**src/shared/fqsc_pkg.sv**
```systemverilog
// Purpose: Shared constants and types for the FPU queue sideband link
// Assumes: One clock shared by processor and FPU ends
// Notes: Queue depths are small fixed values chosen for this block
package fqsc_pkg;
	localparam int FQSC_DW = 64;
	localparam int FQSC_QDEPTH = 8;
	localparam int FQSC_PW = 3;
	localparam int FQSC_RF_ENTRIES = 32;
	localparam int FQSC_RA_W = 5;
	localparam int FQSC_TBUS_W = 72;
	localparam int FQSC_TBUS_LAT = 2;
	localparam logic [FQSC_PW-1:0] FQSC_PTR_ONE = 3'h1;
	localparam logic [FQSC_PW-1:0] FQSC_PTR_TWO = 3'h2;
	localparam logic [FQSC_PW:0] FQSC_CNT_ONE = 4'h1;
	localparam logic [FQSC_PW:0] FQSC_CNT_TWO = 4'h2;
	localparam logic [FQSC_PW:0] FQSC_CNT_FULL = 4'h8;
	localparam logic [1:0] FQSC_TB_ONE = 2'h1;
	localparam logic [1:0] FQSC_TB_LAST = 2'h2;
	localparam logic [4:0] FQSC_EXC_NONE = 5'h00;
	typedef logic [FQSC_DW-1:0] fqsc_dword_t;
	typedef enum logic [0:0] {
		FQSC_TB_IDLE = 1'b0,
		FQSC_TB_WAIT = 1'b1
	} fqsc_tb_state_t;
endpackage

```
**src/shared/fqsc_if.sv**
```systemverilog
// Purpose: Sideband pins between processor end and FPU end
// Assumes: All signals synchronous to the shared clock
// Notes: Active-low pins carry the _n suffix
interface fqsc_if;
	import fqsc_pkg::*;
	logic exception_debug_n;
	logic store_pop_even_n;
	logic store_pop_odd_n;
	logic load_push_even_n;
	logic load_push_odd_n;
	logic load_push_odd_first_n;
	fqsc_dword_t load_data_even;
	fqsc_dword_t load_data_odd;
	fqsc_dword_t store_data_even;
	fqsc_dword_t store_data_odd;
	logic fp_exception_irq_n;
	logic shared_bus_out_en_n;
	logic [FQSC_TBUS_W-1:0] shared_bus_data;
	logic shared_bus_data_oe;
	modport cpu (
		output exception_debug_n, store_pop_even_n, store_pop_odd_n,
		output load_push_even_n, load_push_odd_n, load_push_odd_first_n,
		output load_data_even, load_data_odd, shared_bus_out_en_n,
		input store_data_even, store_data_odd, fp_exception_irq_n,
		input shared_bus_data, shared_bus_data_oe
	);
	modport fpu (
		input exception_debug_n, store_pop_even_n, store_pop_odd_n,
		input load_push_even_n, load_push_odd_n, load_push_odd_first_n,
		input load_data_even, load_data_odd, shared_bus_out_en_n,
		output store_data_even, store_data_odd, fp_exception_irq_n,
		output shared_bus_data, shared_bus_data_oe
	);
endinterface

```
**src/hw/fqsc_fpu_end.sv**
```systemverilog
// Purpose: FPU end: queues, exception write policy, interrupt, bus answer
// Assumes: Strobes are sampled once per clock edge
// Notes: Load queue overflow drops the push; store queue underflow pops return stale data
//
// Function
// - Debug low: enabled exception blocks register write
// - Debug low: disabled exception writes substitution value
// - Debug high: every exception writes substitution
// - Even pop strobe reads even store doubleword
// - Odd pop strobe reads odd store doubleword
// - Push strobe enqueues load doubleword, bumps pointer
// - Priority low: odd enqueued before even
// - Enabled exception asserts interrupt low
// - Bus data valid two cycles after enable
module fqsc_fpu_end
	import fqsc_pkg::*;
(
	input wire logic clk_in,
	input wire logic rst_in,
	input wire logic op_done_in,
	input wire logic [FQSC_RA_W-1:0] op_dest_in,
	input wire fqsc_dword_t op_result_in,
	input wire fqsc_dword_t op_subst_in,
	input wire logic [4:0] op_exc_in,
	input wire logic [4:0] exc_enable_in,
	input wire logic store_push_in,
	input wire logic store_push_odd_in,
	input wire fqsc_dword_t store_push_data_in,
	input wire logic load_pop_in,
	input wire logic [FQSC_TBUS_W-1:0] bus_reply_in,
	output fqsc_dword_t load_pop_data_out,
	output logic load_pop_valid_out,
	output logic [FQSC_PW:0] load_count_out,
	output logic rf_write_out,
	output logic [FQSC_RA_W-1:0] rf_addr_out,
	output fqsc_dword_t rf_data_out,
	fqsc_if.fpu link
);
	fqsc_dword_t lq_mem [FQSC_QDEPTH];
	fqsc_dword_t sq_even [FQSC_QDEPTH];
	fqsc_dword_t sq_odd [FQSC_QDEPTH];
	fqsc_dword_t rf_mem [FQSC_RF_ENTRIES];
	logic [FQSC_PW-1:0] lq_wr_q, lq_rd_q;
	logic [FQSC_PW:0] lq_cnt_q;
	logic [FQSC_PW-1:0] se_wr_q, se_rd_q, so_wr_q, so_rd_q;
	logic pe, po, lpop, exc_any, exc_en;
	logic [FQSC_PW:0] lq_add;
	fqsc_tb_state_t tb_state_q;
	logic [1:0] tb_cnt_q;

	////////////////////////////////////////////////////////////////////
	// Pointer step used by every queue
	function automatic logic [FQSC_PW-1:0] fqsc_step(
		input logic [FQSC_PW-1:0] p, input logic [FQSC_PW-1:0] n);
		fqsc_step = p + n;
	endfunction

	////////////////////////////////////////////////////////////////////
	// Load queue push decode; full queue drops the push silently
	always_comb begin
		pe = ~link.load_push_even_n;
		po = ~link.load_push_odd_n;
		lpop = load_pop_in && (lq_cnt_q != '0);
		lq_add = '0;
		if (pe && po) begin
			lq_add = FQSC_CNT_TWO;
		end else if (pe || po) begin
			lq_add = FQSC_CNT_ONE;
		end
		if (lq_cnt_q + lq_add > FQSC_CNT_FULL + {3'h0, lpop}) begin
			lq_add = '0;
		end
	end

	// Load queue write ordering and pointers
	always_ff @(posedge clk_in or posedge rst_in) begin
		if (rst_in) begin
			lq_wr_q <= '0;
			lq_rd_q <= '0;
			lq_cnt_q <= '0;
		end else begin
			if (lq_add == FQSC_CNT_TWO) begin
				if (!link.load_push_odd_first_n) begin
					lq_mem[lq_wr_q] <= link.load_data_odd;
					lq_mem[fqsc_step(lq_wr_q, FQSC_PTR_ONE)] <=
						link.load_data_even;
				end else begin
					lq_mem[lq_wr_q] <= link.load_data_even;
					lq_mem[fqsc_step(lq_wr_q, FQSC_PTR_ONE)] <=
						link.load_data_odd;
				end
				lq_wr_q <= fqsc_step(lq_wr_q, FQSC_PTR_TWO);
			end else if (lq_add == FQSC_CNT_ONE) begin
				lq_mem[lq_wr_q] <= pe ? link.load_data_even
					: link.load_data_odd;
				lq_wr_q <= fqsc_step(lq_wr_q, FQSC_PTR_ONE);
			end
			if (lpop) begin
				lq_rd_q <= fqsc_step(lq_rd_q, FQSC_PTR_ONE);
			end
			lq_cnt_q <= lq_cnt_q + lq_add - {3'h0, lpop};
		end
	end

	// Load queue read side toward the execution units
	always_ff @(posedge clk_in or posedge rst_in) begin
		if (rst_in) begin
			load_pop_data_out <= '0;
			load_pop_valid_out <= 1'b0;
			load_count_out <= '0;
		end else begin
			load_pop_valid_out <= lpop;
			if (lpop) begin
				load_pop_data_out <= lq_mem[lq_rd_q];
			end
			load_count_out <= lq_cnt_q;
		end
	end

	////////////////////////////////////////////////////////////////////
	// Store queues: one per bank, each pop strobe advances one pointer
	always_ff @(posedge clk_in or posedge rst_in) begin
		if (rst_in) begin
			se_wr_q <= '0;
			se_rd_q <= '0;
			so_wr_q <= '0;
			so_rd_q <= '0;
			link.store_data_even <= '0;
			link.store_data_odd <= '0;
		end else begin
			if (store_push_in && !store_push_odd_in) begin
				sq_even[se_wr_q] <= store_push_data_in;
				se_wr_q <= fqsc_step(se_wr_q, FQSC_PTR_ONE);
			end
			if (store_push_in && store_push_odd_in) begin
				sq_odd[so_wr_q] <= store_push_data_in;
				so_wr_q <= fqsc_step(so_wr_q, FQSC_PTR_ONE);
			end
			if (!link.store_pop_even_n) begin
				link.store_data_even <= sq_even[se_rd_q];
				se_rd_q <= fqsc_step(se_rd_q, FQSC_PTR_ONE);
			end
			if (!link.store_pop_odd_n) begin
				link.store_data_odd <= sq_odd[so_rd_q];
				so_rd_q <= fqsc_step(so_rd_q, FQSC_PTR_ONE);
			end
		end
	end

	////////////////////////////////////////////////////////////////////
	// Exception write policy and interrupt
	always_comb begin
		exc_any = op_exc_in != FQSC_EXC_NONE;
		exc_en = (op_exc_in & exc_enable_in) != FQSC_EXC_NONE;
	end

	always_ff @(posedge clk_in or posedge rst_in) begin
		if (rst_in) begin
			rf_write_out <= 1'b0;
			rf_addr_out <= '0;
			rf_data_out <= '0;
			link.fp_exception_irq_n <= 1'b1;
		end else begin
			rf_write_out <= 1'b0;
			rf_addr_out <= op_dest_in;
			if (op_done_in) begin
				if (!exc_any) begin
					rf_write_out <= 1'b1;
					rf_data_out <= op_result_in;
				end else if (!link.exception_debug_n && exc_en) begin
					rf_write_out <= 1'b0;
				end else begin
					// Debug low with disabled exception, or debug high
					rf_write_out <= 1'b1;
					rf_data_out <= op_subst_in;
				end
			end
			// Irq holds until next op completes; a simple level scheme
			if (op_done_in) begin
				link.fp_exception_irq_n <= ~exc_en;
			end
		end
	end

	// Register file image
	always_ff @(posedge clk_in) begin
		if (rf_write_out) begin
			rf_mem[rf_addr_out] <= rf_data_out;
		end
	end

	////////////////////////////////////////////////////////////////////
	// Shared bus answer: drive data for the second edge after enable
	always_ff @(posedge clk_in or posedge rst_in) begin
		if (rst_in) begin
			tb_state_q <= FQSC_TB_IDLE;
			tb_cnt_q <= '0;
			link.shared_bus_data <= '0;
			link.shared_bus_data_oe <= 1'b0;
		end else begin
			case (tb_state_q)
				FQSC_TB_IDLE: begin
					link.shared_bus_data_oe <= 1'b0;
					if (!link.shared_bus_out_en_n) begin
						tb_state_q <= FQSC_TB_WAIT;
						tb_cnt_q <= FQSC_TB_ONE;
						link.shared_bus_data <= bus_reply_in;
						link.shared_bus_data_oe <= 1'b1;
					end
				end
				FQSC_TB_WAIT: begin
					tb_cnt_q <= tb_cnt_q + FQSC_TB_ONE;
					if (tb_cnt_q == FQSC_TB_LAST) begin
						tb_state_q <= FQSC_TB_IDLE;
						link.shared_bus_data_oe <= 1'b0;
					end
				end
				default: begin
					tb_state_q <= FQSC_TB_IDLE;
				end
			endcase
		end
	end
endmodule

```
**src/flat_wrapper.sv**
```systemverilog
// flat-port wrapper written by rule: the top's interface ports become plain ports
module fqsc_fpu_end_flat import fqsc_pkg::*;
  (clk_in, rst_in, op_done_in, op_dest_in, op_result_in, op_subst_in, op_exc_in, exc_enable_in, store_push_in, store_push_odd_in, store_push_data_in, load_pop_in, bus_reply_in, load_pop_data_out, load_pop_valid_out, load_count_out, rf_write_out, rf_addr_out, rf_data_out, link_exception_debug_n, link_store_pop_even_n, link_store_pop_odd_n, link_load_push_even_n, link_load_push_odd_n, link_load_push_odd_first_n, link_load_data_even, link_load_data_odd, link_shared_bus_out_en_n, link_store_data_even, link_store_data_odd, link_fp_exception_irq_n, link_shared_bus_data, link_shared_bus_data_oe);
  fqsc_if link_i ();
  input wire logic clk_in;
  input wire logic rst_in;
  input wire logic op_done_in;
  input wire logic [FQSC_RA_W-1:0] op_dest_in;
  input wire fqsc_dword_t op_result_in;
  input wire fqsc_dword_t op_subst_in;
  input wire logic [4:0] op_exc_in;
  input wire logic [4:0] exc_enable_in;
  input wire logic store_push_in;
  input wire logic store_push_odd_in;
  input wire fqsc_dword_t store_push_data_in;
  input wire logic load_pop_in;
  input wire logic [FQSC_TBUS_W-1:0] bus_reply_in;
  output fqsc_dword_t load_pop_data_out;
  output logic load_pop_valid_out;
  output logic [FQSC_PW:0] load_count_out;
  output logic rf_write_out;
  output logic [FQSC_RA_W-1:0] rf_addr_out;
  output fqsc_dword_t rf_data_out;
  input wire logic [$bits(link_i.exception_debug_n)-1:0] link_exception_debug_n;
  input wire logic [$bits(link_i.store_pop_even_n)-1:0] link_store_pop_even_n;
  input wire logic [$bits(link_i.store_pop_odd_n)-1:0] link_store_pop_odd_n;
  input wire logic [$bits(link_i.load_push_even_n)-1:0] link_load_push_even_n;
  input wire logic [$bits(link_i.load_push_odd_n)-1:0] link_load_push_odd_n;
  input wire logic [$bits(link_i.load_push_odd_first_n)-1:0] link_load_push_odd_first_n;
  input wire logic [$bits(link_i.load_data_even)-1:0] link_load_data_even;
  input wire logic [$bits(link_i.load_data_odd)-1:0] link_load_data_odd;
  input wire logic [$bits(link_i.shared_bus_out_en_n)-1:0] link_shared_bus_out_en_n;
  output wire logic [$bits(link_i.store_data_even)-1:0] link_store_data_even;
  output wire logic [$bits(link_i.store_data_odd)-1:0] link_store_data_odd;
  output wire logic [$bits(link_i.fp_exception_irq_n)-1:0] link_fp_exception_irq_n;
  output wire logic [$bits(link_i.shared_bus_data)-1:0] link_shared_bus_data;
  output wire logic [$bits(link_i.shared_bus_data_oe)-1:0] link_shared_bus_data_oe;
  assign link_i.exception_debug_n = link_exception_debug_n;
  assign link_i.store_pop_even_n = link_store_pop_even_n;
  assign link_i.store_pop_odd_n = link_store_pop_odd_n;
  assign link_i.load_push_even_n = link_load_push_even_n;
  assign link_i.load_push_odd_n = link_load_push_odd_n;
  assign link_i.load_push_odd_first_n = link_load_push_odd_first_n;
  assign link_i.load_data_even = link_load_data_even;
  assign link_i.load_data_odd = link_load_data_odd;
  assign link_i.shared_bus_out_en_n = link_shared_bus_out_en_n;
  assign link_store_data_even = link_i.store_data_even;
  assign link_store_data_odd = link_i.store_data_odd;
  assign link_fp_exception_irq_n = link_i.fp_exception_irq_n;
  assign link_shared_bus_data = link_i.shared_bus_data;
  assign link_shared_bus_data_oe = link_i.shared_bus_data_oe;
  fqsc_fpu_end u_core (.clk_in(clk_in), .rst_in(rst_in), .op_done_in(op_done_in), .op_dest_in(op_dest_in), .op_result_in(op_result_in), .op_subst_in(op_subst_in), .op_exc_in(op_exc_in), .exc_enable_in(exc_enable_in), .store_push_in(store_push_in), .store_push_odd_in(store_push_odd_in), .store_push_data_in(store_push_data_in), .load_pop_in(load_pop_in), .bus_reply_in(bus_reply_in), .load_pop_data_out(load_pop_data_out), .load_pop_valid_out(load_pop_valid_out), .load_count_out(load_count_out), .rf_write_out(rf_write_out), .rf_addr_out(rf_addr_out), .rf_data_out(rf_data_out), .link(link_i));
endmodule
```
**config.mk**
```make
export PLATFORM = sky130hd
export DESIGN_NAME = fqsc_fpu_end_flat
export DESIGN_NICKNAME = d
export VERILOG_FILES = /design/src/shared/fqsc_pkg.sv /design/src/shared/fqsc_if.sv /design/src/hw/fqsc_fpu_end.sv /design/src/flat_wrapper.sv
export SDC_FILE = /design/constraint.sdc
export NUM_CORES = 2
export LEC_CHECK = 0
export CAP_MARGIN = 5
export CORE_MARGIN = 8
export CORE_UTILIZATION = 45
export CTS_BUF_LIST = sky130_fd_sc_hd__clkbuf_4 sky130_fd_sc_hd__clkbuf_8
export DETAILED_ROUTE_END_ITERATION = 8
export DONT_BUFFER_PORTS = 1
export SLEW_MARGIN = 20
export SYNTH_ARGS = -nofsm -noshare
export SYNTH_HDL_FRONTEND = slang
export SYNTH_SLANG_ARGS = --single-unit
```
**constraint.sdc**
```tcl
create_clock -name clk_in -period 21 [get_ports clk_in]
set_clock_uncertainty 0.15 [all_clocks]
set_input_delay 1.05 -clock clk_in [delete_from_list [all_inputs] [get_ports clk_in]]
set_output_delay 1.05 -clock clk_in [all_outputs]
set_load 0.01 [all_outputs]
```
# Word-level counts from Yosys, hierarchy flattened
# Memory sizes are Yosys's and may differ from the RTL's. A register that Yosys moved wholly into a read port is not among the register bits.
# Cells that the tools add are included.
# totals
ramBits,1536
latch_bits,0
memories,3
romBits,0
word_cells,104
in_bits,420
output_inout_bits,341
register_bits,174
# mem_list
name,words,word_bits,read_ports,rd_clocked_by_memory_dff,write_ports,line,rtl
u_core.lq_mem,8,64,1,1,2,fqsc_fpu_end.sv:39,fqsc_dword_t lq_mem [FQSC_QDEPTH];
u_core.sq_even,8,64,1,1,1,fqsc_fpu_end.sv:40,fqsc_dword_t sq_even [FQSC_QDEPTH];
u_core.sq_odd,8,64,1,1,1,fqsc_fpu_end.sv:41,fqsc_dword_t sq_odd [FQSC_QDEPTH];
# op_classes
multipliers,0
add_sub_neg,12
magnitude_cmp,1
muxes,34
n_div,0
shift,0
bitwise,9
n_eq_ne,6
reduce_logical,22
# op_table
op,count
2-to-1 mux 64 bit,6
2-to-1 mux 1 bit,20
adder 3 x 1 -> 3 bit (second input constant),6
logical AND 1 bit,10
nonzero test 5 bit,2
adder 4 bit,2
2-to-1 mux 4 bit,2
2-to-1 mux 3 bit,2
!= test 2 bit (second input constant),3
bitwise AND 5 bit,1
zero test 1 bit,5
NOT 1 bit,5
adder 4 x 1 -> 4 bit (first input constant),1
== test 4 x 1 -> 1 bit (second input constant),1
== test 4 x 2 -> 1 bit (second input constant),1
> comparator 4 bit,1
case mux 1 bit (2 select lines),2
case mux 2 bit (2 select lines),1
AND reduction 2 bit,2
nonzero test 4 bit,1
subtractor 4 x 1 -> 4 bit,1
adder 3 x 2 -> 3 bit (second input constant),1
OR 1 bit,3
adder 2 x 1 -> 2 bit (second input constant),1
4 further kinds,4

# Longest topological paths before layout
# logic_depth
depth_word,13
depth_mapped,18

# Least setup slack after synthesis
# OpenSTA, ideal clock, no wires.
# synth_path
kind,input -> register
from,input port rst_in
to,"memory u_core.sq_odd[1][0] (netlist name), enable pin"
path_slack_ns,3.195
stages,4
arrival_ns,16.988
cell_sequence,buf_4 -> inv_1 -> nand3_1 -> nor4b_1
# synth_between
elab_chain_len,3
# synth_rtl
element,line,rtl
from (decl),flat_wrapper.sv:6,input wire logic rst_in;
zero test 1 bit (no line),n/a,
logical AND 1 bit (not written as such),fqsc_fpu_end.sv:136,sq_odd[so_wr_q] <= store_push_data_in;
2-to-1 mux 1 bit (not written as such),fqsc_fpu_end.sv:136,
to (decl),fqsc_fpu_end.sv:41,
# Every way passes these cells.

==> impl_metrics.csv <==
group,metric,value,unit
cells_and_area,synthToLayoutAreaGrowth,14.4,%
sta,max_freq,156,MHz
synthesis,netlist_area,0.0795,mm2
global_routing,grt_max_degree,131,
die,pin_count,761,
synthesis,synth-xor-area-share,0.00165,
synthesis,synth_compound_area_frac,0.0760,
power_and_ir_drop,power_density,123,mW/mm2
place,dp_slack,14.10,ns
sta,setup_viol,0,
synthesis,synth_top_area_cell,"edfxtp_1",
synthesis,syn-num-nets,5393,
sta,fin_setup_tns,0,ns
synthesis,ys_dominant_reg_cell,"edfxtp_1",
die,initial_utilization,0.452,
setup_path,crit_buf_inv,5,
place,gp_congestion,0.774,
setup_path,crit_required,21.46,ns
synthesis,synth_top_family_by_area,"multiplexers",
sta,fin_crit,6.39,ns
clock_network,htreeDepth,5,
route,drc,0,
sta,rsz0062_at_grt,"false",
route,vias_per_cell,5.84,
die,die_w,436,um
route,avgRoutedWirePerCell,28.1,um
clock_network,holdBufCountCts,211,
die,fp.dieH,436,um
route,dr.first_iter.drc_count,4543,
cells_and_area,n_fill_cell,14400,
synthesis,syn_avg_cell_area,16.1,um2
clock_network,path_clk_slew,0.06,ns
setup_path,cp-end-kind,"flip-flop",
clock_network,cts_resized,0,
synthesis,synth-seq-cells,1902,
synthesis,async_reset_ff_frac,0.192,
global_routing,grt_first_pass_wirelength,320000,um
setup_path,crit_path_max_incr_delay,0.82,ns
synthesis,yosys.cell_count.top_type,"edfxtp_1",
cells_and_area,drive_gt1_frac,0.223,
clock_network,cts_made_buffers,335,
synthesis,synth-edff-count,1536,
cells_and_area,multiInputGateArea,0.0224,mm2
power_and_ir_drop,max-vdd-ir-drop,0.0816,mV
sta,min_period_over_period,0.304,
synthesis,synthMuxAreaShare,0.145,
place,place_area,0.0819,mm2
setup_path,cp_cell_sequence,"inv_1 > ha_1 > inv_1 > o31ai_4 > buf_4 > inv_1 > ha_1 > nor2_1 > o32ai_1 > and2_1 > ha_1 > nor4b_1 > nand2_4 > nand2_4 > buf_4",
synthesis,ys_seq_area_frac,0.696,
place,dpl.hpwl,123000,um
cells_and_area,fin_util,0.517,
sta,max_slew_margin,0.172,
clock_network,cts_buffer_depth,4,
status,outcome,"finished clean",
sta,slew_viol_final,0,
global_routing,grt_pass1_vias,46300,
synthesis,synth_cells,4947,
route,wirelength,220000,um
setup_path,worstSetupStartpointType,"flip-flop",
cells_and_area,stdcell_area,0.0909,mm2
synthesis,ys_warn_count,0,
synthesis,synth_common_cells,"edfxtp_1 (1536), nor2_1 (593), a21oi_1 (516), mux4_2 (384), dfrtp_1 (365)",
route,vias,45800,
die,die_area,0.190,mm2
setup_path,worstSetupPathType,"flip-flop to flip-flop",
clock_network,clk_latency,1.02,ns
setup_path,crit_fanout,71,
worst_hold_path,hold_class,"input port to flip-flop",
synthesis,synth-simple-area-share,0.0505,
flow_run,drv_cap,0,
clock_network,clock-root-buffer,"clkbuf_8",
global_routing,grt_usage,0.224,
die,core-area,0.176,mm2
synthesis,ys_types,49,
place,port_buffers,0,
route,antenna_left,0,
global_routing,grt_antenna_before_repair,26,
clock_network,cts_setup_buffers,0,
clock_network,cts_sinks,1902,
cells_and_area,final_nets,5673,
global_routing,grt_overflow,0,
synthesis,synth_top_area_share,0.580,
setup_path,crit_path_top_delay_cell,"nor4b_1",
sta,hold_viol,0,
setup_path,crit_arrival,6.85,ns
synthesis,synthAdderAreaFrac,0.00428,
setup_path,critPathTopFamily,"simple AND/OR/NAND/NOR gates",
sta,setup_ws,14.61,ns
cells_and_area,regArea,0.0553,mm2
power_and_ir_drop,power.leakage,31.9,nW
die,fp-row-count,154,
clock_network,cts_tree,"built",
sta,worst_pin_slew,1.24,ns
synthesis,synthTopCellsByArea,"edfxtp_1 (58%), dfrtp_1 (11%), mux4_2 (11%)",
route,dr.pass1.iters,7,
-- power breakdown --
group / total (W) / switching [W] / leakage, nW / internal, W
sequential: 0.00527 / 0.000627 / 18.3 / 0.00464
combinational: 0.00249 / 0.00132 / 10.0 / 0.00117
clock: 0.00343 / 0.00149 / 3.59 / 0.00194
-- worst register-to-register path, stage by stage, from the launching register on --
cell and delay [ns]:
dfrtp_1 0.41, inv_1 0.13, ha_1 0.16, inv_1 0.06
o31ai_4 0.16, buf_4 0.42, inv_1 0.20, ha_1 0.33
nor2_1 0.04, o32ai_1 0.43, and2_1 0.20, ha_1 0.38
nor4b_1 0.82, nand2_4 0.66, nand2_4 0.70, buf_4 0.71
-- area by class of cell --
class | count | share of cell area
Inverter | 147 | 0.00615
Clock buffer | 514 | 0.0681
Tap cell | 2340 | 0.0322
Sequential cell | 1902 | 0.609
Timing Repair Buffer | 300 | 0.0321
Multi-Input combinational cell | 2541 | 0.246
Antenna cell | 24 | 0.000661
Clock inverter | 78 | 0.00570
-- worst paths after layout --
check / from / endpoint / slack (ns) / cells past startpoint
max: u_core.lq_cnt_q[2]$_DFF_PP0_ / u_core.lq_mem[1][4]$_DFFE_PP_ / 14.61 / 15
min: op_subst_in[3] / u_core.rf_data_out[3]$_DFFE_PP0P_ / 0.15 / 2
max reg2reg: u_core.lq_cnt_q[2]$_DFF_PP0_ / u_core.lq_mem[1][4]$_DFFE_PP_ / 14.61 / 15
min reg2reg: u_core.lq_cnt_q[2]$_DFF_PP0_ / u_core.load_count_out[2]$_DFF_PP0_ / 0.28 / 0
max in group asynchronous: rst_in / u_core.se_rd_q[0]$_DFFE_PP0N_ / 16.73 / 5
min in group asynchronous: rst_in / u_core.link.store_data_even[47]$_DFFE_PP0N_ / 0.67 / 2
-- flip-flops by register name, indices dropped and copies added, names as in the netlist, 4 cells and up --
register                     count
u_core.rf_addr_out               5
u_core.load_count_out            4
u_core.sq_odd                  512
u_core.rf_data_out              64
u_core.lq_cnt_q                  4
u_core.link.store_data_odd      64
u_core.lq_mem                  512
u_core.link.store_data_even     64
u_core.link.shared_bus_data     72
u_core.load_pop_data_out        64
u_core.sq_even                 512
-- per-layer routing --
layer	wire length, um	GRT usage	vias to the layer above
li1	-	-	19900
met1	83800	0.278	23600
met2	112000	0.384	1967
met3	18700	0.0604	349
met4	5640	0.0673	8
met5	52	0	-
-- logic make-up (layout without fill, tap and decap cells) --
group / count (synthesis) / after routing
buf+inv: 504 / 1039
xor+xnor: 15 / 15
mux: 654 / 654
flops: 1902 / 1902
fa+ha+maj: 26 / 26
simple gates: 931 / 931
other cells: 0 / 24
compound gates: 915 / 915
-- metrics by stage --
step           instances  power (W)  hold slack (ns)
3_3_place_gp        7015    0.00776            0.271
6_report            7846     0.0112            0.154
2_1_floorplan       4947    0.00698            0.242
4_1_cts             7820     0.0113         0.000121
5_1_grt             7833     0.0117           0.0601
3_5_place_dp        7017    0.00782            0.268
-- layout by cell type, fill, tap and decap left out, types with 130 or more instances in the layout --
master	synthesis	final
edfxtp_1	1536	1536
nor2_1	593	582
a21oi_1	516	516
mux4_2	384	384
clkbuf_8	0	372
dfrtp_1	365	356
dlygate4sd3_1	0	208
inv_1	147	146
clkbuf_4	0	142
o21ai_0	131	131
mux2i_1	130	130
(Power assumes the default switching activity.)
